==> src/core/dat_pkg.sv <==
// Purpose: Shared constants and types for the address translation buffer.
// Assumes: Bit 0 of a printed field is the most significant bit of its word.
// Notes: Exception codes are the program-interruption codes, in hex.
package dat_pkg;
  // Buffer geometry.
  localparam int TLB_ENTRIES = 8;
  localparam int IDX_W = 3;
  localparam int TAG_W = 16;
  localparam int REAL_W = 16;
  // Legal segment-size and page-size control bytes.
  localparam logic [7:0] FMT_64K_2K = 8'h40;
  localparam logic [7:0] FMT_64K_4K = 8'h80;
  localparam logic [7:0] FMT_1M_2K = 8'h50;
  localparam logic [7:0] FMT_1M_4K = 8'h90;
  localparam int FMT_1M_BIT = 4;
  localparam int FMT_4K_BIT = 7;
  localparam logic [7:0] SEG_LEN_1M = 8'h00;
  // Program-interruption codes.
  localparam logic [7:0] EXC_SEG = 8'h10;
  localparam logic [7:0] EXC_PAGE = 8'h11;
  localparam logic [7:0] EXC_SPEC = 8'h12;
  // Translation control latch: value after reset and bit positions.
  localparam logic [7:0] CTL_RESET_VAL = 8'h00;
  localparam int CTL_ON = 7;
  localparam int CTL_ADJ = 6;
  localparam int CTL_EMU = 3;
  localparam int CTL_TBL_RST = 0;
  // Segment table entry fields.
  localparam int SEG_INV_BIT = 0;
  localparam int PTO_HI = 23;
  localparam int PTO_LO = 3;
  localparam int PTL_HI = 31;
  localparam int PTL_LO = 28;
  // Page table entry masks for 4k and 2k pages.
  localparam logic [15:0] PTE4K_ADDR = 16'hFFF0;
  localparam logic [15:0] PTE4K_INV = 16'h0008;
  localparam logic [15:0] PTE4K_FMT = 16'h0006;
  localparam logic [15:0] PTE2K_ADDR = 16'hFFF8;
  localparam logic [15:0] PTE2K_INV = 16'h0004;
  localparam logic [15:0] PTE2K_FMT = 16'h0002;
  // Recording block is 2048 bytes.
  localparam int BLK_LSB = 11;
  // Lookup sequencer states.
  typedef enum logic [1:0] {
    LK_IDLE = 2'b01,
    LK_READ = 2'b10
  } dat_lk_state_t;
endpackage

==> src/core/dat_lru.sv <==
// Purpose: Eight-by-eight least-recently-used matrix for the translation buffer.
// Assumes: Touch is a single-cycle strobe; clear is a level held while the table-reset bit is set.
// Notes: The selected entry is the lowest one whose row is all clear.
`timescale 1ns/1ps
`default_nettype none
module dat_lru #(
  parameter int N = 8,
  parameter int IDX_W = 3
) (
  input wire logic i_clk,
  input wire logic i_rst_n,
  input wire logic i_clr,
  input wire logic i_touch,
  input wire logic [IDX_W-1:0] i_idx,
  output logic [IDX_W-1:0] o_sel
);
  logic [N-1:0] row [N];

  // A touch sets the entry's row and clears its column.
  always_ff @(posedge i_clk or negedge i_rst_n) begin
    if (!i_rst_n) begin
      for (int r = 0; r < N; r++) begin
        row[r] <= '0;
      end
    end else if (i_clr) begin
      for (int r = 0; r < N; r++) begin
        row[r] <= '0;
      end
    end else if (i_touch) begin
      for (int r = 0; r < N; r++) begin
        for (int c = 0; c < N; c++) begin
          if (c == int'(i_idx)) begin
            row[r][c] <= 1'h0;
          end else if (r == int'(i_idx)) begin
            row[r][c] <= 1'h1;
          end
        end
      end
    end
  end

  // The least recently used entry has an all-clear row.
  always_comb begin
    o_sel = '0;
    for (int r = N - 1; r >= 0; r--) begin
      if (row[r] == '0) begin
        o_sel = IDX_W'(r);
      end
    end
  end
endmodule
`default_nettype wire

==> src/core/dat_store.sv <==
// Purpose: Entry storage of the translation buffer with a registered read port.
// Assumes: Write is a single-cycle strobe and clear a level held while set, both in the i_clk domain.
// Notes: Parity is kept with each entry but never checked.
`timescale 1ns/1ps
`default_nettype none
module dat_store #(
  parameter int ENTRIES = 8,
  parameter int IDX_W = 3,
  parameter int TAG_W = 16,
  parameter int REAL_W = 16
) (
  input wire logic i_clk,
  input wire logic i_rst_n,
  input wire logic i_clr,
  input wire logic i_wr,
  input wire logic [IDX_W-1:0] i_wr_idx,
  input wire logic [TAG_W-1:0] i_wr_tag,
  input wire logic [REAL_W-1:0] i_wr_real,
  input wire logic [IDX_W-1:0] i_rd_idx,
  output logic [ENTRIES*TAG_W-1:0] o_tag,
  output logic [ENTRIES-1:0] o_valid,
  output logic [REAL_W-1:0] o_rd_real
);
  logic [TAG_W-1:0] tag_mem [ENTRIES];
  logic [REAL_W-1:0] real_mem [ENTRIES];
  logic [ENTRIES-1:0] par_mem;

  // Clear wipes every bit of every entry, parity included; clear beats a write.
  always_ff @(posedge i_clk or negedge i_rst_n) begin
    if (!i_rst_n) begin
      o_valid <= '0;
      par_mem <= '0;
      for (int i = 0; i < ENTRIES; i++) begin
        tag_mem[i] <= '0;
        real_mem[i] <= '0;
      end
    end else if (i_clr) begin
      o_valid <= '0;
      par_mem <= '0;
      for (int i = 0; i < ENTRIES; i++) begin
        tag_mem[i] <= '0;
        real_mem[i] <= '0;
      end
    end else if (i_wr) begin
      tag_mem[i_wr_idx] <= i_wr_tag;
      real_mem[i_wr_idx] <= i_wr_real;
      par_mem[i_wr_idx] <= ~^{i_wr_tag, i_wr_real};
      o_valid[i_wr_idx] <= 1'h1;
    end
  end

  // Real page of the addressed entry, one cycle after the index.
  always_ff @(posedge i_clk or negedge i_rst_n) begin
    if (!i_rst_n) begin
      o_rd_real <= '0;
    end else begin
      o_rd_real <= real_mem[i_rd_idx];
    end
  end

  // All tags are presented in parallel for the match compare.
  for (genvar g = 0; g < ENTRIES; g++) begin : g_tag
    assign o_tag[g*TAG_W +: TAG_W] = tag_mem[g];
  end
endmodule
`default_nettype wire

==> src/core/dat_tlb.sv <==
// Purpose: Dynamic translation checks, key recording and the translation buffer.
// Assumes: All inputs but i_arst_n are synchronous to i_clk; strobes last one cycle.
// Notes: The microprogram walks the tables; this block checks and caches.
// Behaviour
// - Segment entry invalid bit set raises code 10, else translation goes on.
// - Page table origin is segment bits 8-28 with three zero bits appended.
// - Page entry is two bytes; high bits 0-11 or 0-12 give the real page.
// - Page entry invalid bit 12 or 13 set raises code 11.
// - Page entry bits 13 and 14, or bit 14, nonzero raises code 12.
// - Emulated address plus adjustment is translated; tag keeps the unadjusted address.
// - Only control bytes 40, 80, 50, 90 are legal; others raise code 12.
// - Segment number beyond length code, counted in sixteens, raises code 10.
// - 1M segments allow only length code 00; 64k accepts any length code, 00 to FF.
// - Key bit 5 records a reference on every read or store.
// - Key bit 6 records a change on every store; bits 0-4 untouched.
// - Recording works on 2048-byte blocks in every mode, translation on or off.
// - Eight entries, virtual page in high bytes, real page in low bytes.
// - Tag is address byte 1 with byte 2 bits 0-3 or 0-4.
// - Table destination writes real and virtual address into the LRU entry.
// - While table-reset bit 7 is set, all entries clear fully, parity included.
// - Every tag is compared; a hit routes real page plus displacement out.
// - A hit clears the entry's matrix column and sets its row.
// - Matrix selects only for table writes; microprogram may also touch it.
// - Resetting the entries also resets the matrix.
// - Entries are valid with either parity; no parity error is raised.
// - Page number beyond the segment's page table length raises code 11.
`timescale 1ns/1ps
`default_nettype none
module dat_tlb #(
  parameter int ENTRIES = dat_pkg::TLB_ENTRIES,
  parameter bit RECORDING_ON = 1'h1
) (
  input wire logic i_clk,
  input wire logic i_arst_n,
  input wire logic i_ctl_wr,
  input wire logic [15:0] i_inbound_data_bus,
  input wire logic i_fmt_chk,
  input wire logic [7:0] i_fmt_byte,
  input wire logic [7:0] i_seg_len,
  input wire logic i_seg_chk,
  input wire logic [31:0] i_seg_entry,
  input wire logic i_pte_chk,
  input wire logic i_table_dest,
  input wire logic i_xlate_req,
  input wire logic [23:0] i_virtual_address_register,
  input wire logic [23:0] i_adj_factor,
  input wire logic i_lru_touch,
  input wire logic [2:0] i_lru_idx,
  input wire logic i_stor_acc,
  input wire logic i_stor_write,
  input wire logic [23:0] i_stor_addr,
  output logic [7:0] o_translation_control_latch,
  output logic o_table_reset,
  output logic o_fmt_1m,
  output logic o_fmt_4k,
  output logic o_exc,
  output logic [7:0] o_exc_code,
  output logic [23:0] o_pto,
  output logic [23:0] o_pte_addr,
  output logic o_xlate_done,
  output logic o_hit,
  output logic o_miss,
  output logic [23:0] o_sar,
  output logic o_key_upd,
  output logic [12:0] o_key_blk,
  output logic o_key_ref,
  output logic o_key_chg
);
  logic rst_meta;
  logic rst_n;
  logic [7:0] ctl;
  logic seg_1m;
  logic pg4k;
  logic [7:0] seg_len;
  logic [23:0] va_eff;
  logic [23:0] va_hold;
  logic pend_hit;
  logic pend_xl;
  dat_pkg::dat_lk_state_t lk_state;
  logic lk_accept;
  logic [15:0] req_tag;
  logic [ENTRIES*16-1:0] tags;
  logic [ENTRIES-1:0] valid;
  logic [ENTRIES-1:0] hit_vec;
  logic hit_any;
  logic [2:0] hit_idx;
  logic [2:0] lru_sel;
  logic lru_touch;
  logic [2:0] lru_idx;
  logic [15:0] rd_real;
  logic [15:0] wr_real;
  logic fmt_bad;
  logic seg_oob;
  logic pg_oob;
  logic [3:0] pg_hi;
  logic [8:0] pg_idx;
  logic pte_inv;
  logic pte_fmt_bad;

  // Release of the asynchronous reset through two flip-flops.
  always_ff @(posedge i_clk or negedge i_arst_n) begin
    if (!i_arst_n) begin
      rst_meta <= 1'h0;
      rst_n <= 1'h0;
    end else begin
      rst_meta <= 1'h1;
      rst_n <= rst_meta;
    end
  end

  // Virtual tag: byte 1 plus byte 2 bits 0-3 (4k) or 0-4 (2k).
  function automatic logic [15:0] tag_of(input logic [23:0] va, input logic is4k);
    tag_of = is4k ? {va[23:12], 4'h0} : {va[23:11], 3'h0};
  endfunction

  // Control-byte legality for the four segment and page size pairs.
  function automatic logic fmt_ok(input logic [7:0] b);
    fmt_ok = (b == dat_pkg::FMT_64K_2K) || (b == dat_pkg::FMT_64K_4K) ||
             (b == dat_pkg::FMT_1M_2K) || (b == dat_pkg::FMT_1M_4K);
  endfunction

  // Translation control latch loaded from the inbound bus.
  always_ff @(posedge i_clk or negedge rst_n) begin
    if (!rst_n) begin
      ctl <= dat_pkg::CTL_RESET_VAL;
    end else if (i_ctl_wr) begin
      ctl <= i_inbound_data_bus[7:0];
    end
  end
  assign o_translation_control_latch = ctl;
  assign o_table_reset = ctl[dat_pkg::CTL_TBL_RST];

  // Format check; only a legal byte updates the stored sizes.
  assign fmt_bad = !fmt_ok(i_fmt_byte) ||
                   (i_fmt_byte[dat_pkg::FMT_1M_BIT] && i_seg_len != dat_pkg::SEG_LEN_1M);
  always_ff @(posedge i_clk or negedge rst_n) begin
    if (!rst_n) begin
      seg_1m <= 1'h0;
      pg4k <= 1'h0;
      seg_len <= 8'h00;
    end else if (i_fmt_chk && !fmt_bad) begin
      seg_1m <= i_fmt_byte[dat_pkg::FMT_1M_BIT];
      pg4k <= i_fmt_byte[dat_pkg::FMT_4K_BIT];
      seg_len <= i_seg_len;
    end
  end
  assign o_fmt_1m = seg_1m;
  assign o_fmt_4k = pg4k;

  // Emulated addresses get the adjustment before translation.
  assign va_eff = (ctl[dat_pkg::CTL_ADJ] && ctl[dat_pkg::CTL_EMU]) ?
                  i_virtual_address_register + i_adj_factor : i_virtual_address_register;

  // Parallel tag compare against the unadjusted address.
  assign req_tag = tag_of(i_virtual_address_register, pg4k);
  for (genvar g = 0; g < ENTRIES; g++) begin : g_match
    assign hit_vec[g] = valid[g] && (tags[g*16 +: 16] == req_tag);
  end
  assign hit_any = |hit_vec;
  always_comb begin
    hit_idx = 3'h0;
    for (int i = ENTRIES - 1; i >= 0; i--) begin
      if (hit_vec[i]) begin
        hit_idx = 3'(i);
      end
    end
  end

  // Lookup sequencer: take the request, then answer one cycle later.
  assign lk_accept = (lk_state == dat_pkg::LK_IDLE) && i_xlate_req;
  always_ff @(posedge i_clk or negedge rst_n) begin
    if (!rst_n) begin
      lk_state <= dat_pkg::LK_IDLE;
      pend_hit <= 1'h0;
      pend_xl <= 1'h0;
      va_hold <= 24'h000000;
    end else begin
      case (lk_state)
        dat_pkg::LK_IDLE: begin
          if (i_xlate_req) begin
            lk_state <= dat_pkg::LK_READ;
            pend_xl <= ctl[dat_pkg::CTL_ON];
            pend_hit <= !ctl[dat_pkg::CTL_ON] || hit_any;
            va_hold <= va_eff;
          end
        end
        dat_pkg::LK_READ: begin
          lk_state <= dat_pkg::LK_IDLE;
        end
        default: begin
          lk_state <= dat_pkg::LK_IDLE;
        end
      endcase
    end
  end

  // Answer: real page with displacement, or a miss for the table walk.
  always_ff @(posedge i_clk or negedge rst_n) begin
    if (!rst_n) begin
      o_xlate_done <= 1'h0;
      o_hit <= 1'h0;
      o_miss <= 1'h0;
      o_sar <= 24'h000000;
    end else begin
      o_xlate_done <= lk_state == dat_pkg::LK_READ;
      o_hit <= (lk_state == dat_pkg::LK_READ) && pend_hit;
      o_miss <= (lk_state == dat_pkg::LK_READ) && !pend_hit;
      if (lk_state == dat_pkg::LK_READ) begin
        if (!pend_xl) begin
          o_sar <= va_hold;
        end else if (pg4k) begin
          o_sar <= {rd_real[15:4], va_hold[11:0]};
        end else begin
          o_sar <= {rd_real[15:3], va_hold[10:0]};
        end
      end
    end
  end

  // Matrix touch: a hit first, then a table write, then the microprogram.
  assign lru_touch = (lk_accept && ctl[dat_pkg::CTL_ON] && hit_any) || i_table_dest || i_lru_touch;
  assign lru_idx = (lk_accept && ctl[dat_pkg::CTL_ON] && hit_any) ? hit_idx :
                   i_table_dest ? lru_sel : i_lru_idx;

  // Real page from the page entry, masked by page size.
  assign wr_real = i_inbound_data_bus & (pg4k ? dat_pkg::PTE4K_ADDR : dat_pkg::PTE2K_ADDR);

  dat_store #(
    .ENTRIES(ENTRIES),
    .IDX_W(3),
    .TAG_W(16),
    .REAL_W(16)
  ) u_store (
    .i_clk(i_clk),
    .i_rst_n(rst_n),
    .i_clr(ctl[dat_pkg::CTL_TBL_RST]),
    .i_wr(i_table_dest),
    .i_wr_idx(lru_sel),
    .i_wr_tag(tag_of(i_virtual_address_register, pg4k)),
    .i_wr_real(wr_real),
    .i_rd_idx(hit_idx),
    .o_tag(tags),
    .o_valid(valid),
    .o_rd_real(rd_real)
  );

  dat_lru #(
    .N(ENTRIES),
    .IDX_W(3)
  ) u_lru (
    .i_clk(i_clk),
    .i_rst_n(rst_n),
    .i_clr(ctl[dat_pkg::CTL_TBL_RST]),
    .i_touch(lru_touch),
    .i_idx(lru_idx),
    .o_sel(lru_sel)
  );

  // Range checks against the address held from the last request.
  assign seg_oob = !seg_1m && ({4'h0, va_hold[23:20]} > seg_len);
  assign pg_hi = seg_1m ? va_hold[19:16] : va_hold[15:12];
  assign pg_oob = pg_hi > i_seg_entry[dat_pkg::PTL_HI:dat_pkg::PTL_LO];
  assign pg_idx = seg_1m ? (pg4k ? {1'h0, va_hold[19:12]} : va_hold[19:11]) :
                  (pg4k ? {5'h00, va_hold[15:12]} : {4'h0, va_hold[15:11]});

  // Page entry invalid and format bits by page size.
  assign pte_inv = |(i_inbound_data_bus & (pg4k ? dat_pkg::PTE4K_INV : dat_pkg::PTE2K_INV));
  assign pte_fmt_bad = |(i_inbound_data_bus & (pg4k ? dat_pkg::PTE4K_FMT : dat_pkg::PTE2K_FMT));

  // Exception reporting; a format fault outranks an invalid page.
  always_ff @(posedge i_clk or negedge rst_n) begin
    if (!rst_n) begin
      o_exc <= 1'h0;
      o_exc_code <= 8'h00;
    end else begin
      o_exc <= 1'h0;
      if (i_fmt_chk && fmt_bad) begin
        o_exc <= 1'h1;
        o_exc_code <= dat_pkg::EXC_SPEC;
      end else if (i_seg_chk && (i_seg_entry[dat_pkg::SEG_INV_BIT] || seg_oob)) begin
        o_exc <= 1'h1;
        o_exc_code <= dat_pkg::EXC_SEG;
      end else if (i_seg_chk && pg_oob) begin
        o_exc <= 1'h1;
        o_exc_code <= dat_pkg::EXC_PAGE;
      end else if (i_pte_chk && pte_fmt_bad) begin
        o_exc <= 1'h1;
        o_exc_code <= dat_pkg::EXC_SPEC;
      end else if (i_pte_chk && pte_inv) begin
        o_exc <= 1'h1;
        o_exc_code <= dat_pkg::EXC_PAGE;
      end
    end
  end

  // Page table origin and the page entry address for the walk.
  always_ff @(posedge i_clk or negedge rst_n) begin
    if (!rst_n) begin
      o_pto <= 24'h000000;
      o_pte_addr <= 24'h000000;
    end else if (i_seg_chk) begin
      o_pto <= {i_seg_entry[dat_pkg::PTO_HI:dat_pkg::PTO_LO], 3'h0};
      o_pte_addr <= {i_seg_entry[dat_pkg::PTO_HI:dat_pkg::PTO_LO], 3'h0} + {14'h0000, pg_idx, 1'h0};
    end
  end

  // Reference and change recording per 2048-byte block, in every mode.
  always_ff @(posedge i_clk or negedge rst_n) begin
    if (!rst_n) begin
      o_key_upd <= 1'h0;
      o_key_blk <= 13'h0000;
      o_key_ref <= 1'h0;
      o_key_chg <= 1'h0;
    end else begin
      o_key_upd <= RECORDING_ON && i_stor_acc;
      o_key_ref <= RECORDING_ON && i_stor_acc;
      o_key_chg <= RECORDING_ON && i_stor_acc && i_stor_write;
      if (i_stor_acc) begin
        o_key_blk <= i_stor_addr[23:dat_pkg::BLK_LSB];
      end
    end
  end
endmodule
`default_nettype wire

==> config.mk <==
export PLATFORM = sky130hd
export DESIGN_NAME = dat_tlb
export DESIGN_NICKNAME = d
export VERILOG_FILES = /design/src/core/dat_pkg.sv /design/src/core/dat_lru.sv /design/src/core/dat_store.sv /design/src/core/dat_tlb.sv
export SDC_FILE = /design/constraint.sdc
export NUM_CORES = 1
export LEC_CHECK = 0
export BUFFER_PORTS_ARGS = -buffer_cell sky130_fd_sc_hd__buf_2
export CELL_PAD_IN_SITES_DETAIL_PLACEMENT = 1
export CELL_PAD_IN_SITES_GLOBAL_PLACEMENT = 1
export CORE_MARGIN = 8
export CORE_UTILIZATION = 46
export CTS_CLUSTER_DIAMETER = 80
export DETAILED_ROUTE_END_ITERATION = 7
export HOLD_SLACK_MARGIN = 0.02
export PLACE_DENSITY = 0.85
export SLEW_MARGIN = 40
export SYNTH_ARGS = -nofsm -noshare
export SYNTH_HDL_FRONTEND = slang
export SYNTH_SLANG_ARGS = --single-unit
==> constraint.sdc <==
create_clock -name i_clk -period 17.22 [get_ports i_clk]
set_input_delay 0.861 -clock i_clk [delete_from_list [all_inputs] [get_ports i_clk]]
set_output_delay 0.861 -clock i_clk [all_outputs]
set_load 0.01 [all_outputs]
Yosys cells after proc, flatten, opt, wreduce, memory -nomap -nowiden

Cells that the tools add are included.

Register bits after elaboration: 488
Output and inout port bits: 111
Logic and storage cells: 397

Add/subtract/negate cells: 2
Order comparisons: 7
Equality and inequality tests: 22
Multiplexer cells: 130
Bitwise gates (word level): 6
Reductions and logical operators: 127

Operators by type and width:

| kind                 | count |
|---|---|
| $mux W128            | 4 |
| $bwmux W128          | 2 |
| $eq A16 B16 Y1       | 8 |
| $mux W64             | 2 |
| $reduce_bool A3 Y1   | 28 |
| $mux W1              | 78 |
| $reduce_and A2 Y1    | 37 |
| $logic_not A8 Y1     | 8 |
| $mux W3              | 19 |
| $mux W8              | 7 |
| $bmux W16 S3         | 1 |
| $demux W16 S3        | 1 |
| $mux W16             | 3 |
| $mux W24             | 2 |
| $reduce_or A16 Y1    | 2 |
| $logic_and A1 B1 Y1  | 25 |
| $add A24 B10 Y24     | 1 |
| $add A24 B24 Y24     | 1 |
| $reduce_bool A2 Y1   | 10 |
| $mux W9              | 2 |
| $and A16 B16 Y16     | 1 |
| $and A16 B3 Y16      | 1 |
| $and A16 B4 Y16      | 1 |
| $eq A8 B7 Y1 const B | 2 |
| 26 further kinds     | 48 |

Depth between registers and ports, before layout

Gate-level depths: netlist of run 1.

Depth in word-level cells: 17
Depth in mapped cells: 15
Mapped depth without buffers: 13

Hierarchy

Synthesis of run 1 repeated with hierarchy kept, for this count alone.

Cell total of the unflattened synthesis: 2464
Area total of the unflattened synthesis: 23623.9 um^2

By module, submodules not included:

| module    | instances | cells each | area an instance (um^2) | sequential area each (um^2) |
|---|---|---|---|---|
| dat_store | 1         | 1261       | 12190.4                 | 7006.7 |
| dat_tlb   | 1         | 945        | 9004.9                  | 3454.6 |
| dat_lru   | 1         | 258        | 2428.6                  | 1401.3 |

Least setup slack after synthesis of run 1

Ideal clock, no wire load.

Path kind: input-to-reg
From: in i_virtual_address_register[12]
To: reg u_lru.row[32] (netlist name)
Library setup time: 0.120 ns
Arrival time: 3.294 ns
Required time: 17.100 ns
Setup slack: 13.806 ns
Cell stages on the path: 9
Cell sequence: buf_2 > xor2_1 > or4_1 > or4_1 > nand4_2 > o21ai_4 > mux2_4 > or3_1 > o211a_1

Word-level cells in the longest chain between the ends: 15

RTL lines:

| element                        | line           | text |
|---|---|---|
| start: declaration             | dat_tlb.sv:45  | `input wire logic [23:0] i_virtual_address_register,` |
| $eq A16 B16 Y1                 | dat_tlb.sv:157 | `assign hit_vec[g] = valid[g] && (tags[g*16 +: 16] == req_tag);` |
| $logic_and A1 B1 Y1            | dat_tlb.sv:157 |  |
| $mux W3 (8 in series)          | dat_tlb.sv:163 | `if (hit_vec[i]) begin` |
| $mux W3                        | dat_tlb.sv:222 | `assign lru_idx = (lk_accept && ctl[dat_pkg::CTL_ON] && hit_any) ? hit_idx :` |
| $logic_not A3 Y1               | dat_lru.sv:32  | `if (c == int'(i_idx)) begin` |
| $mux W1                        | dat_lru.sv:32  |  |
| $mux W64                       | dat_lru.sv:29  | `end else if (i_touch) begin` |
| $mux W64                       | dat_lru.sv:25  | `end else if (i_clr) begin` |
| end signal: indexed assignment | dat_lru.sv:27  | `row[r] <= '0;` |
| end signal: indexed assignment | dat_lru.sv:33  | `row[r][c] <= 1'h0;` |
| end signal: indexed assignment | dat_lru.sv:35  | `row[r][c] <= 1'h1;` |
| end: declaration               | dat_lru.sv:17  | `logic [N-1:0] row [N];` |

Parallel ways exist; a longest one is shown, timed or not. The select of a mux whose other input is x is not followed.
A chain may end at the register's enable or synchronous reset.

Worst setup path after layout of run 1

From: reg pg4k (netlist: o_fmt_4k)
To: reg u_lru.row[45] (netlist name)

Word-level cells in the longest chain between the ends: 16

RTL lines:

| element                  | line           | text |
|---|---|---|
| start: declaration       | dat_tlb.sv:73  | `logic pg4k;` |
| start signal: assignment | dat_tlb.sv:143 | `pg4k <= i_fmt_byte[dat_pkg::FMT_4K_BIT];` |
| $mux W4 *                | dat_tlb.sv:113 | `tag_of = is4k ? {va[23:12], 4'h0} : {va[23:11], 3'h0};` |
| $eq A16 B16 Y1           | dat_tlb.sv:157 |  |
| $logic_and A1 B1 Y1      | dat_tlb.sv:157 |  |
| $mux W3 (8 in series)    | dat_tlb.sv:163 |  |
| $mux W3                  | dat_tlb.sv:222 |  |
| $eq A3 B3 Y1             | dat_lru.sv:32  |  |
| $mux W1                  | dat_lru.sv:32  |  |
| $mux W64                 | dat_lru.sv:29  |  |
| $mux W64                 | dat_lru.sv:25  |  |

Mark *: on every way between the ends. The rest lies on a longest branch, timed or not. The select of a mux whose other input is x is not followed.

==> run summary, run 1 <==
The flow ran to the end, and the final reports show no timing, DRC or antenna violations. The amount of wire on met3 after detailed routing came out at 3.76 mm. During placement, the flow inserted port buffers numbering 234.

The first detailed-routing pass took 5 iterations. The core region is 0.0464 mm^2. Sequential cells were found to cover 49.2% of the synthesized design area. The cell area that synthesis handed to floorplanning was 0.0215 mm^2. No sink is reached through more buffers than the 3 on the longest clock path.

Yosys printed 0 warnings. Traced cell by cell, the critical path runs through nor2b_1 -> buf_4 -> xnor2_1 -> nand3_1 -> or4_1 -> nand4_2 -> a22o_1 -> a21oi_1 -> a21oi_2 -> o211a_1. In this run the critical register-to-register path is captured at u_lru.row[45]. Average detailed-routed wire length per instance: 23.5 um. The routed layout has 16600 vias. Using the TritonRoute via totals, the vias-per-cell ratio works out to 5.83. By count the netlist is led by sky130_fd_sc_hd__dfrtp_1 (422), sky130_fd_sc_hd__mux2i_1 (242), sky130_fd_sc_hd__nor2_1 (239).

The die is 232 um wide. After clock tree synthesis, the repair step resized 0 gates. The insertion delay of the later-clocked pin in the worst-skew pair was 0.60 ns; the synthesized area per cell was 10.5 um^2. The maximum vdd ir drop is 0.0991 mV, and the number of levels the H-tree was split into is 2. The share of flip-flops with an asynchronous set or reset was 100%; the DRC violation total after the first TritonRoute iteration was 1180.

The via count of the first global-routing pass came out at 18600. Between clock sinks in the finished design, the worst skew comes to 0.0295 ns. TritonCTS built the clock tree. STA puts the critical path data arrival time at 4.71 ns.

By startpoint and endpoint, the worst setup path is classified as reg2reg. The sum of routed wire length over all layers came out at 67.0 mm. The leftover overflow at the end of global routing was 0. Ranked by total cell area, the synthesized netlist is headed by sky130_fd_sc_hd__dfrtp_1 (49%), sky130_fd_sc_hd__mux2i_1 (11%), sky130_fd_sc_hd__nor2_1 (4.2%). Once detailed placement completed, the half-perimeter wirelength came to 45.2 mm.

261 I/O pins were placed. The tree is rooted in a sky130_fd_sc_hd__clkbuf_16. The number of max-slew violations in the final report is 0.

The die is 232 um tall. The number of hold-slack violations in the final timing report is 0. STA classifies the critical path startpoint as a flop. After synthesis, the netlist uses 76 different library cells. Summing all placed instances gives a cell area of 0.0231 mm^2. On the worst path, the slowest cell contributes a delay of 0.81 ns. The post-layout net count is 2399, and the worst hold margin is 0.0644 ns. The met2 wirelength from detailed routing is 34.2 mm.

Setup repair after global routing left no endpoint under its margin. The worst register-to-register path begins at o_fmt_4k. In the synthesized netlist, the number of instances is 2039. The tools report the number of buffers added by the clock tree synthesis step as 46. The logs give 0 for the total setup buffers inserted after CTS and 12.6 nW for the static leakage power. Cells fill 53.3% of the core in the end. The top flip-flop cell by instance count after synthesis was sky130_fd_sc_hd__dfrtp_1.

After layout, the minimum clock period comes to 4.18 ns. The number of antenna violations at the first check in global routing came out at 7. Summed over all instances, the cell type with the most area after synthesis is sky130_fd_sc_hd__dfrtp_1. The areal power density over the cells was 158 mW/mm^2; the starting utilization of the core area was 46.4%. Measured in cells, the most critical reg-to-reg path has a length of 10.

Clock-pin slew was measured on the worst setup and hold paths at 0.06 ns. The final setup violation count came out at 0. The synthesized design devotes to its leading area cell type 49.1% of total area. The floorplan has 79 rows.

In the final timing run, aggregate negative setup slack is 0 ns. The logs give 17.74 ns for the required time of the critical path and 44.9% for the relative slew slack. In this run the worst path has a maximum fanout of 17. For this design, the sink count on the clock tree is 423. Routed signal wires occupy layers up through met5. In the routed design, unresolved DRC markers number 0. The met1 wire length was 26.9 mm. The layout overhead on the synthesized area is 14.8%. The master of the slowest instance on the critical path is sky130_fd_sc_hd__dfrtp_1. In this run the remaining antenna-violating nets after routing total 0. The first global-routing pass estimated 106 mm of wire. Across the run, the number of max-cap violations was 0. The path class of the tightest hold or removal check is in2async.

The die covers 0.0539 mm^2. The share of final-layout standard cells stronger than drive strength 1 was 20.0%; the combined global-route utilization of all metal layers was 24.6%. Routability-driven placement finished with a final weighted congestion of 0.871. The number of hold buffers added after CTS was 0. For flop-to-flop paths, the worst setup slack is 13.04 ns. Summing all non-filler instances in the final layout gives an area of 0.0247 mm^2. The number of enable-type register cells in the synthesized netlist came out at 0.

The run gives 2768 as the number of instances in the placed design. The maximum number of pins on one net before global-route repair came out at 99. For the pin with the worst max-slew slack, the measured transition is 0.826 ns.

The most numerous cell in the Yosys netlist is sky130_fd_sc_hd__dfrtp_1. Of the available clock period, the critical path in the final layout requires 24.3%. After the flow finishes, the layout carries non-filler instances totaling 2852. The maximum clock frequency was 239 MHz. The register bit total from synthesis came out at 423. The tools report the category of the worst setup path capture point as a flop.
==> layout make-up <==
class                   instances  area (um^2)
fillers                      5014        21700
flip-flops and latches        423        10600
multi-input cells            1448        10200
clock buffers                  74         1440
repair buffers                254         1400
well taps                     607          759
inverters                      36          135
clock inverters                 9          121
diodes                          1         2.50
==> worst max-delay path, delay by kind of cell (launching register included) <==
| kind | cells | cell delay, ns |
|---|---|---|
| AO/OA/AOI/OAI | 4 | 1.57 |
| XOR/XNOR | 1 | 0.27 |
| buffers and inverters | 1 | 0.27 |
| flip-flops | 1 | 0.81 |
| AND/OR/NAND/NOR | 4 | 1.16 |
==> metal layers <==
layer  vias to the layer above  GRT usage [%]
li1                       7403              -
met1                      8555           29.6
met2                       491           43.2
met3                       165           5.12
met4                        10           8.89
met5                         -              0
==> cells by family after synthesis <==
family,synth area share (%)
simple gates,13.5
compound gates,8.77
xor+xnor,5.74
fa+ha+maj,2.40
buf+inv,3.68
other cells,0.0349
mux,16.6
flops,49.2
==> registers in the layout, indices dropped and copies added, names as in the netlist, 3 cells and up <==
register                     count
o_key_blk                       13
o_sar                           24
u_lru.row                       56
seg_len                          8
u_store.real_mem               104
o_pto                           21
va_hold                         24
u_store.o_rd_real               13
o_translation_control_latch      8
o_pte_addr                      23
u_store.o_tag                  104
o_exc_code                       3
u_store.o_valid                  8
==> power by group <==
| part | internal, mW | switching, mW |
|---|---|---|
| Combinational | 0.557 | 0.854 |
| Sequential | 1.27 | 0.204 |
| Clock | 0.601 | 0.419 |
| Total | 2.43 | 1.48 |
==> through the flow <==
step,power (mW),setup WS [ns]
2_1_floorplan,2.40,4.56
3_3_place_gp,2.74,12.55
3_5_place_dp,2.86,12.66
4_1_cts,3.91,12.98
5_1_grt,4.10,12.87
6_report,3.90,13.04
==> cells in the final DEF, fill, tap and decap left out, types with 6 or more instances in the layout <==
master,Yosys,layout
sky130_fd_sc_hd__and2_1,8,8
sky130_fd_sc_hd__or3b_1,6,6
sky130_fd_sc_hd__nand2_1,173,171
sky130_fd_sc_hd__or4_1,18,18
sky130_fd_sc_hd__o21a_1,38,38
sky130_fd_sc_hd__o211a_1,11,11
sky130_fd_sc_hd__a21o_1,13,13
sky130_fd_sc_hd__nor4_1,21,19
sky130_fd_sc_hd__nor2b_1,13,13
sky130_fd_sc_hd__mux4_2,13,13
sky130_fd_sc_hd__a21oi_1,102,102
sky130_fd_sc_hd__nor3_1,27,26
sky130_fd_sc_hd__inv_1,35,35
sky130_fd_sc_hd__nand4_1,19,19
sky130_fd_sc_hd__buf_2,32,234
sky130_fd_sc_hd__o21ai_0,62,62
sky130_fd_sc_hd__o21ai_1,8,7
sky130_fd_sc_hd__xor2_1,51,51
sky130_fd_sc_hd__xnor2_1,90,90
sky130_fd_sc_hd__nor2_1,239,239
sky130_fd_sc_hd__conb_1,2,10
sky130_fd_sc_hd__buf_4,16,12
sky130_fd_sc_hd__and3_1,7,7
sky130_fd_sc_hd__nand2b_1,20,17
sky130_fd_sc_hd__dfrtp_1,422,420
sky130_fd_sc_hd__nand3_1,42,41
sky130_fd_sc_hd__o31ai_1,6,6
sky130_fd_sc_hd__ha_1,38,38
sky130_fd_sc_hd__a211oi_1,9,9
sky130_fd_sc_hd__a31oi_1,8,8
sky130_fd_sc_hd__clkbuf_16,0,47
sky130_fd_sc_hd__clkbuf_8,0,16
sky130_fd_sc_hd__clkbuf_1,77,11
sky130_fd_sc_hd__mux2i_1,242,242
sky130_fd_sc_hd__mux2_2,75,75
==> worst max-delay path by stage <==
stage	cells past startpoint	to	from	slack, ns
final	10	u_lru.row[45]	o_fmt_4k	13.04
after global routing	10	u_lru.row[45]	o_fmt_4k	12.87
after CTS	9	u_store.o_rd_real[3]	o_fmt_4k	12.98
after detailed placement	9	u_store.o_rd_real[3]	i_virtual_address_register[12]	12.66
after global placement	9	u_lru.row[30]	i_virtual_address_register[16]	12.55
after floorplan	0	lk_state[1]	rst_n	4.56
No activity file was read; power rests on OpenSTA's default activity.
==> inputs of run 2 (changes only) <==
Settings changed: CORE_UTILIZATION 46 to 42, PLACE_DENSITY 0.85 to 0.82.
Clock period 17.22 ns to 3.43 ns, I/O delays scaled along.
==> run 2 against run 1 <==
Against the previous run:
- first-iteration DRC count fell by 15%
- critical path depth grew 2
- core utilization shrank 1.7 points
- count of clock-buffer cells in the layout fell by 5
- power grew to 5.2 times the previous value
- combinational power rose to 5.3 times the previous value
- worst hold slack got worse by 0.021 ns
- via count grew 4.7%
- cell area up 6.5%
- critical endpoint is now u_lru.row[36]
- largest cell class unchanged
==> run summary, run 2 (synthesis results as in run 1) <==
The logs give 5560 for the number of filler instances in the final layout and 3 for the number of buffers between clock root and the deepest sink. The relative slew slack is 43.0%, and the global-route wire length before repair is 112 mm. The most crowded layer after global routing is met2. Global routing consumed, on the met3 layer, 4.64% of the routing resources. The run gives 23.7% as the combined global-route utilization of all metal layers. Based on the critical path, the design can be clocked at up to 305 MHz. Entering global routing, the biggest net connects 185 pins. Source of the worst hold timing path: i_virtual_address_register[19]. For the leftover overflow at the end of global routing, the log shows 0.

Setup slack closes at 0.153 ns. For this run, global-route usage on met2 was measured as 41.5%. At the pin with the least slew margin, the transition time is 0.855 ns. The design draws 20.1 mW. The floorplan step set the die height to 242 um. The worst hold path was traced through 3 stages. STA puts the critical path data arrival time at 3.74 ns. Leaving out fill and tap cells, the most frequent cells in the layout are sky130_fd_sc_hd__dfrtp_1 (419), sky130_fd_sc_hd__mux2i_1 (240), sky130_fd_sc_hd__nor2_1 (239), sky130_fd_sc_hd__buf_2 (234), sky130_fd_sc_hd__nand2_1 (173).

The library cell used most frequently in the layout, excluding fill and tap cells, is sky130_fd_sc_hd__dfrtp_1. CTS placed an instance of sky130_fd_sc_hd__clkbuf_16 at the clock tree root. The startpoint identified for the worst register-to-register timing path is o_fmt_4k.

TritonCTS built the clock tree. The tools report the worst-case setup slack after placement as 0.0204 ns. After layout, the minimum clock period comes to 3.28 ns. For the met1 usage, the log shows 28.4%. Category of the worst setup path capture point: a flop. In the final routed layout, each cell accounts on average for 23.1 um. The logs give 0.0510 mm^2 for the placeable core region and 13.4 nW for the static leakage power. The routed design has 71.2 mm of wire. The worst setup path is launched from a flop. TritonCTS created 47 clock buffers. Clock skew on the completed layout was measured at 0.0293 ns. The clock slew at the register clock pins of the worst setup and hold paths is 0.07 ns, and the logic depth of the worst register-to-register path is 12. The routed layout has 17400 vias. The remaining antenna violation count came out at 0. The post-layout net count was 2553; the cell row count was 83.

The tools report the worst flop-to-flop path endpoint as u_lru.row[36]. The tools report the starting utilization of the core area as 42.2%. STA puts the critical path data required time at 3.89 ns. The clock sink total is 423. Class of the most critical setup path: reg2reg. The overall die area was 0.0587 mm^2; the layout overhead on the synthesized area was 22.3%. The worst setup slack for register-to-register paths is 0.15 ns, and the share of final-layout standard cells stronger than drive strength 1 is 21.5%.

The final weighted congestion in routability-driven placement is 0.860. The critical-path maximum fanout was 12. In this run the count of I/O pins placed on the die edge is 261. The first routing iteration left 999 violations.

The run gives 4 as the number of antenna violations at the first check in global routing. The x dimension of the die was 242 um. Port buffering added 234 buffers. The path type of the worst min-delay path is in2reg. For the maximum vdd ir drop, the log shows 0.643 mV.

The worst hold path terminates at u_store.o_tag[123]. For the number of max-slew violations in the final report, the log shows 0. Setup violations remaining at the end of the flow were counted as 0. Power spread over the standard cell area amounts to 765 mW/mm^2. At the later pin of the worst-skew pair, clock insertion delay measures 0.60 ns. The mean number of vias per cell is 5.64. The H-tree was split into 2 levels. Final cycle utilization of the critical path: 95.5%. The flow ran to the end, and the final reports show no timing, DRC or antenna violations.

Across the run, the number of max-cap violations was 0. The multi-input combinational cells in the finished layout cover a total of 0.0102 mm^2. Detailed placement ended at an HPWL of 47.6 mm. In the routed design, unresolved DRC markers number 0. The number of hold-slack violations in the final timing report was 0. The via count of the first global-routing pass was 19400.

The run gives 0.0106 mm^2 as the total area of sequential cells. The first detailed-routing pass took 5 iterations.
run 2: cell type report:
type | count | share of cell area [%]
timing repair buffer | 407 | 11.0
antenna | 4 | 0.0381
inverter | 36 | 0.514
tap | 680 | 3.24
multi-input combinational | 1448 | 39.0
clock buffer | 69 | 5.18
sequential | 423 | 40.3
clock inverter | 18 | 0.766
run 2: worst max path at each step:
stage / startpoint / to / slack, ns / depth (start not counted)
2_1_floorplan: rst_n / lk_state[1] / -0.72 / 0
3_3_place_gp: i_virtual_address_register[22] / u_lru.row[36] / 0.08 / 13
3_5_place_dp: o_fmt_4k / u_lru.row[36] / 0.02 / 12
4_1_cts: o_fmt_4k / u_lru.row[8] / 0.03 / 12
5_1_grt: o_fmt_4k / u_lru.row[2] / -0.02 / 12
6_report: o_fmt_4k / u_lru.row[36] / 0.15 / 12
run 2: what timing repair did:
| action | 4_1_cts | 5_1_grt |
|---|---|---|
| pin swaps | 0 | 3 |
| setup endpoints to repair | 4 | 58 |
| endpoints found under the hold margin | 178 | 0 |
| hold buffers | 85 | 0 |
| gates resized for setup | 1 | 11 |
| setup buffers | 0 | 3 |
run 2: worst max-delay path, cell delays in order (launching register included):
cell,delay [ns]
sky130_fd_sc_hd__dfrtp_2,0.45
sky130_fd_sc_hd__nor2b_1,0.13
sky130_fd_sc_hd__buf_4,0.18
sky130_fd_sc_hd__buf_12,0.15
sky130_fd_sc_hd__xnor2_1,0.09
sky130_fd_sc_hd__nand3_1,0.12
sky130_fd_sc_hd__nor3_1,0.10
sky130_fd_sc_hd__or4_1,0.65
sky130_fd_sc_hd__o21ai_4,0.22
sky130_fd_sc_hd__buf_4,0.17
sky130_fd_sc_hd__mux2i_2,0.41
sky130_fd_sc_hd__nor2_1,0.20
sky130_fd_sc_hd__o211a_1,0.25
run 2: stage by stage:
step           instances  TNS [ns]  hold WS (ns)  util, %  area, um^2
2_1_floorplan       2047   -301.02        -0.124        -       21500
3_3_place_gp        2905         0       -0.0418     46.6       23800
3_5_place_dp        2905         0       -0.0418     46.6       23800
4_1_cts             3077         0        0.0233     51.4       26200
5_1_grt             3083   -0.0481        0.0533     51.6       26300
6_report            3085         0        0.0436     51.6       26300
run 2: metal layers:
| metal | part of all wire, % | up-vias | routed length [um] |
|---|---|---|---|
| met5 | 0 | - | 0 |
| met4 | 4.0 | 0 | 2850 |
| met3 | 5.7 | 185 | 4070 |
| li1 | - | 7725 | - |
| met2 | 51 | 558 | 36100 |
| met1 | 40 | 8935 | 28200 |
run 2: where the power goes:
group          total (mW)  switching, mW  internal, mW  leakage (nW)
Clock                5.20           2.14          3.06         0.769
Combinational        7.54           4.42          3.12          7.02
Sequential           7.38           1.02          6.36          5.58
==> inputs of run 3 (changes only) <==
Settings changed: MAX_ROUTING_LAYER from default to met4.
==> run 3 against run 2 <==
Against the previous run:
- power barely moved
- die area did not move
- core utilization about the same
- critical path depth did not move
- clock skew increased by 0.0012 ns
- combinational power hardly changed
- largest power group unchanged
- maximum frequency decreased by 0.56%
- global-route usage rose by 0.71 points
- first-iteration DRC count rose by 5.4%
- final cell count about the same
==> run summary, run 3 (synthesis results as in run 1) <==
Once detail routing completed, the nets flagged for antenna violations numbered 0. The logs give 5559 for the number of filler instances in the final layout and 423 for the clock sink total. The number of buffers added by the clock tree synthesis step is 47, and the x dimension of the die is 242 um. The number of levels the H-tree was split into was 2; the number of vias after detailed routing was 17400.

Of the total power, the clock network draws 25.9%. TritonCTS built the clock tree. The run gives 261 as the count of pins on the block boundary.

The layout overhead on the synthesized area was 22.3%; the global-route wire length before repair was 112 mm. The maximum vdd ir drop is 0.645 mV, and the proportion of total power due to net switching is 37.7%. After floorplanning, the core was sized to cover 0.0510 mm^2. The logs give 0.0204 ns for the worst-case setup slack after placement and 24.4% for the combined global-route utilization of all metal layers. The switching power is 7.58 mW.

Commonest non-fill, non-tap cell in the layout: sky130_fd_sc_hd__dfrtp_1. By startpoint and endpoint, the worst setup path is classified as reg2reg. Counting cells, the worst reg-to-reg path comes to 12.

In the routed design, unresolved DRC markers number 0. The critical register-to-register path startpoint was o_fmt_4k. The via count of the first global-routing pass was 19400; the slew at the pin closest to its max-slew limit was 0.857 ns. The worst register-to-register path ends at u_lru.row[36]. For the worst setup slack for register-to-register paths, the log shows 0.13 ns. Across the run, the number of max-cap violations was 0. Leaving out filler cells and counting taps, the final layout contains 3086. Data arrives at the worst endpoint at 3.75 ns. The worst setup path is launched from a flop. In this run the most used layer during global routing was met2. The logs give 42.9% for the relative slew slack and 0.874 for the final weighted congestion in routability-driven placement.

The tools report the sequential share of power as 36.7%. The tightest min-delay check is of the in2reg type. The number of hold-slack violations in the final timing report was 0; the maximum clock frequency was 303 MHz. For the worst-skew pair, the clock arrives at the later sink with an insertion delay of 0.60 ns. In this run the core area contains 83 standard-cell rows. The most critical setup path has its startpoint at o_fmt_4k.

The tools report the category of the worst setup path capture point as a flop. The run finished with clean final reports. The areal power density over the cells is 765 mW/mm^2. Total internal power: 12.5 mW.

The tree is rooted in a sky130_fd_sc_hd__clkbuf_16. The logs give 28.7% for the met1 usage and 42.2% for the starting utilization of the core area. Of all nets on the critical path, the largest fanout is 12. After legalization and detailed placement, the total HPWL measured 47.6 mm. The floorplan step defined a die boundary enclosing 0.0587 mm^2. The global routing met3 resource utilization is 4.29%. Final worst setup slack: 0.135 ns. The logs give 0 for the leftover overflow at the end of global routing and 1053 for the DRC violation total after the first TritonRoute iteration. The end of the critical path is u_lru.row[36]. Setup violations remaining at the end of the flow were counted as 0. The number of placed instances, taps included, is 2905. For the final database, setup skew stands at 0.0305 ns. The logs give 5 for the number of antenna violations at the first check in global routing and 2553 for the post-layout net count. In this run the vertical extent of the chip is 242 um. Part of the power in combinational logic: 37.4%. The library cells used most frequently in the layout, excluding fill and tap cells, are sky130_fd_sc_hd__dfrtp_1 (419), sky130_fd_sc_hd__mux2i_1 (240), sky130_fd_sc_hd__nor2_1 (239), sky130_fd_sc_hd__buf_2 (234), sky130_fd_sc_hd__nand2_1 (173). Wires add up to 71.3 mm. STA puts the critical path data required time at 3.89 ns. For met2 alone, demand over resource in global routing was 41.6%. The clock passes through at most 3 buffers.

In the finished design, the share of the clock period the worst path needs comes to 96.1%. In this run the tool buffered the top-level ports with 234 buffer cells. The first-pass iteration count of the detailed router is 5.

The mean number of vias per cell is 5.64, and the clock slew at the register clock pins of the worst setup and hold paths is 0.07 ns. The share of final-layout standard cells stronger than drive strength 1 works out to 21.5%. The minimum clock period after layout was 3.30 ns; the number of max-slew violations in the final report was 0. Static leakage power: 13.4 nW.

Entering global routing, the biggest net connects 185 pins. After detailed routing, the average wire length per cell comes to 23.1 um.
-- run 3: critical path: stages (launching register included) --
cell	delay, ns
sky130_fd_sc_hd__dfrtp_2	0.45
sky130_fd_sc_hd__nor2b_1	0.13
sky130_fd_sc_hd__buf_4	0.18
sky130_fd_sc_hd__buf_12	0.15
sky130_fd_sc_hd__xnor2_1	0.09
sky130_fd_sc_hd__nand3_1	0.12
sky130_fd_sc_hd__nor3_1	0.10
sky130_fd_sc_hd__or4_1	0.66
sky130_fd_sc_hd__o21ai_4	0.23
sky130_fd_sc_hd__buf_4	0.17
sky130_fd_sc_hd__mux2i_2	0.41
sky130_fd_sc_hd__nor2_1	0.20
sky130_fd_sc_hd__o211a_1	0.25
-- run 3: power groups by stage --
stage	Clock [mW]	Sequential, mW	Combinational [mW]
finish	5.21	7.38	7.53
global route	5.47	7.51	8.17
detailed placement	0	7.42	7.23
floorplan	0	7.21	4.84
global placement	0	7.30	6.87
CTS	5.29	7.36	7.44
-- run 3: worst min-delay path by stage --
stage	from	slack, ns	to	cells after the start
6_report	i_virtual_address_register[19]	0.05	u_store.o_tag[123]	3
5_1_grt	i_ctl_wr	0.05	o_translation_control_latch[0]	2
4_1_cts	i_virtual_address_register[19]	0.02	u_store.o_tag[107]	3
3_5_place_dp	i_arst_n	-0.04	rst_meta	1
3_3_place_gp	i_arst_n	-0.04	rst_meta	1
2_1_floorplan	i_arst_n	-0.12	rst_meta	0
-- run 3: per-stage QoR --
stage	utilization, %	area, um^2	TNS, ns	total power, mW	hold slack, ns
3_5_place_dp	46.6	23800	0	14.7	-0.0418
4_1_cts	51.4	26200	0	20.1	0.0233
5_1_grt	51.6	26300	-0.0542	21.2	0.0533
2_1_floorplan	-	21500	-301.02	12.1	-0.124
6_report	51.6	26300	0	20.1	0.0478
3_3_place_gp	46.6	23800	0	14.2	-0.0418
-- run 3: what timing repair did --
action / CTS / global route
endpoints found under the hold margin: 178 / 0
hold buffers: 85 / 0
pin swaps: 0 / 3
gates resized for setup: 1 / 11
setup buffers: 0 / 3
setup endpoints to repair: 4 / 59
-- run 3: cell type report --
type	count	area [um^2]	share of cell area, %
inverters	36	135	0.514
repair buffers	407	2900	11.0
clock inverters	18	201	0.766
diodes	5	12.5	0.0476
multi-input cells	1448	10200	39.0
clock buffers	69	1360	5.18
well taps	680	851	3.23
flip-flops and latches	423	10600	40.3
-- run 3: routing by layer --
layer	vias to the layer above	share of wire (%)
li1	7721	-
met1	8946	40
met2	572	51
met3	177	5.1
met4	0	3.8
met5	-	0
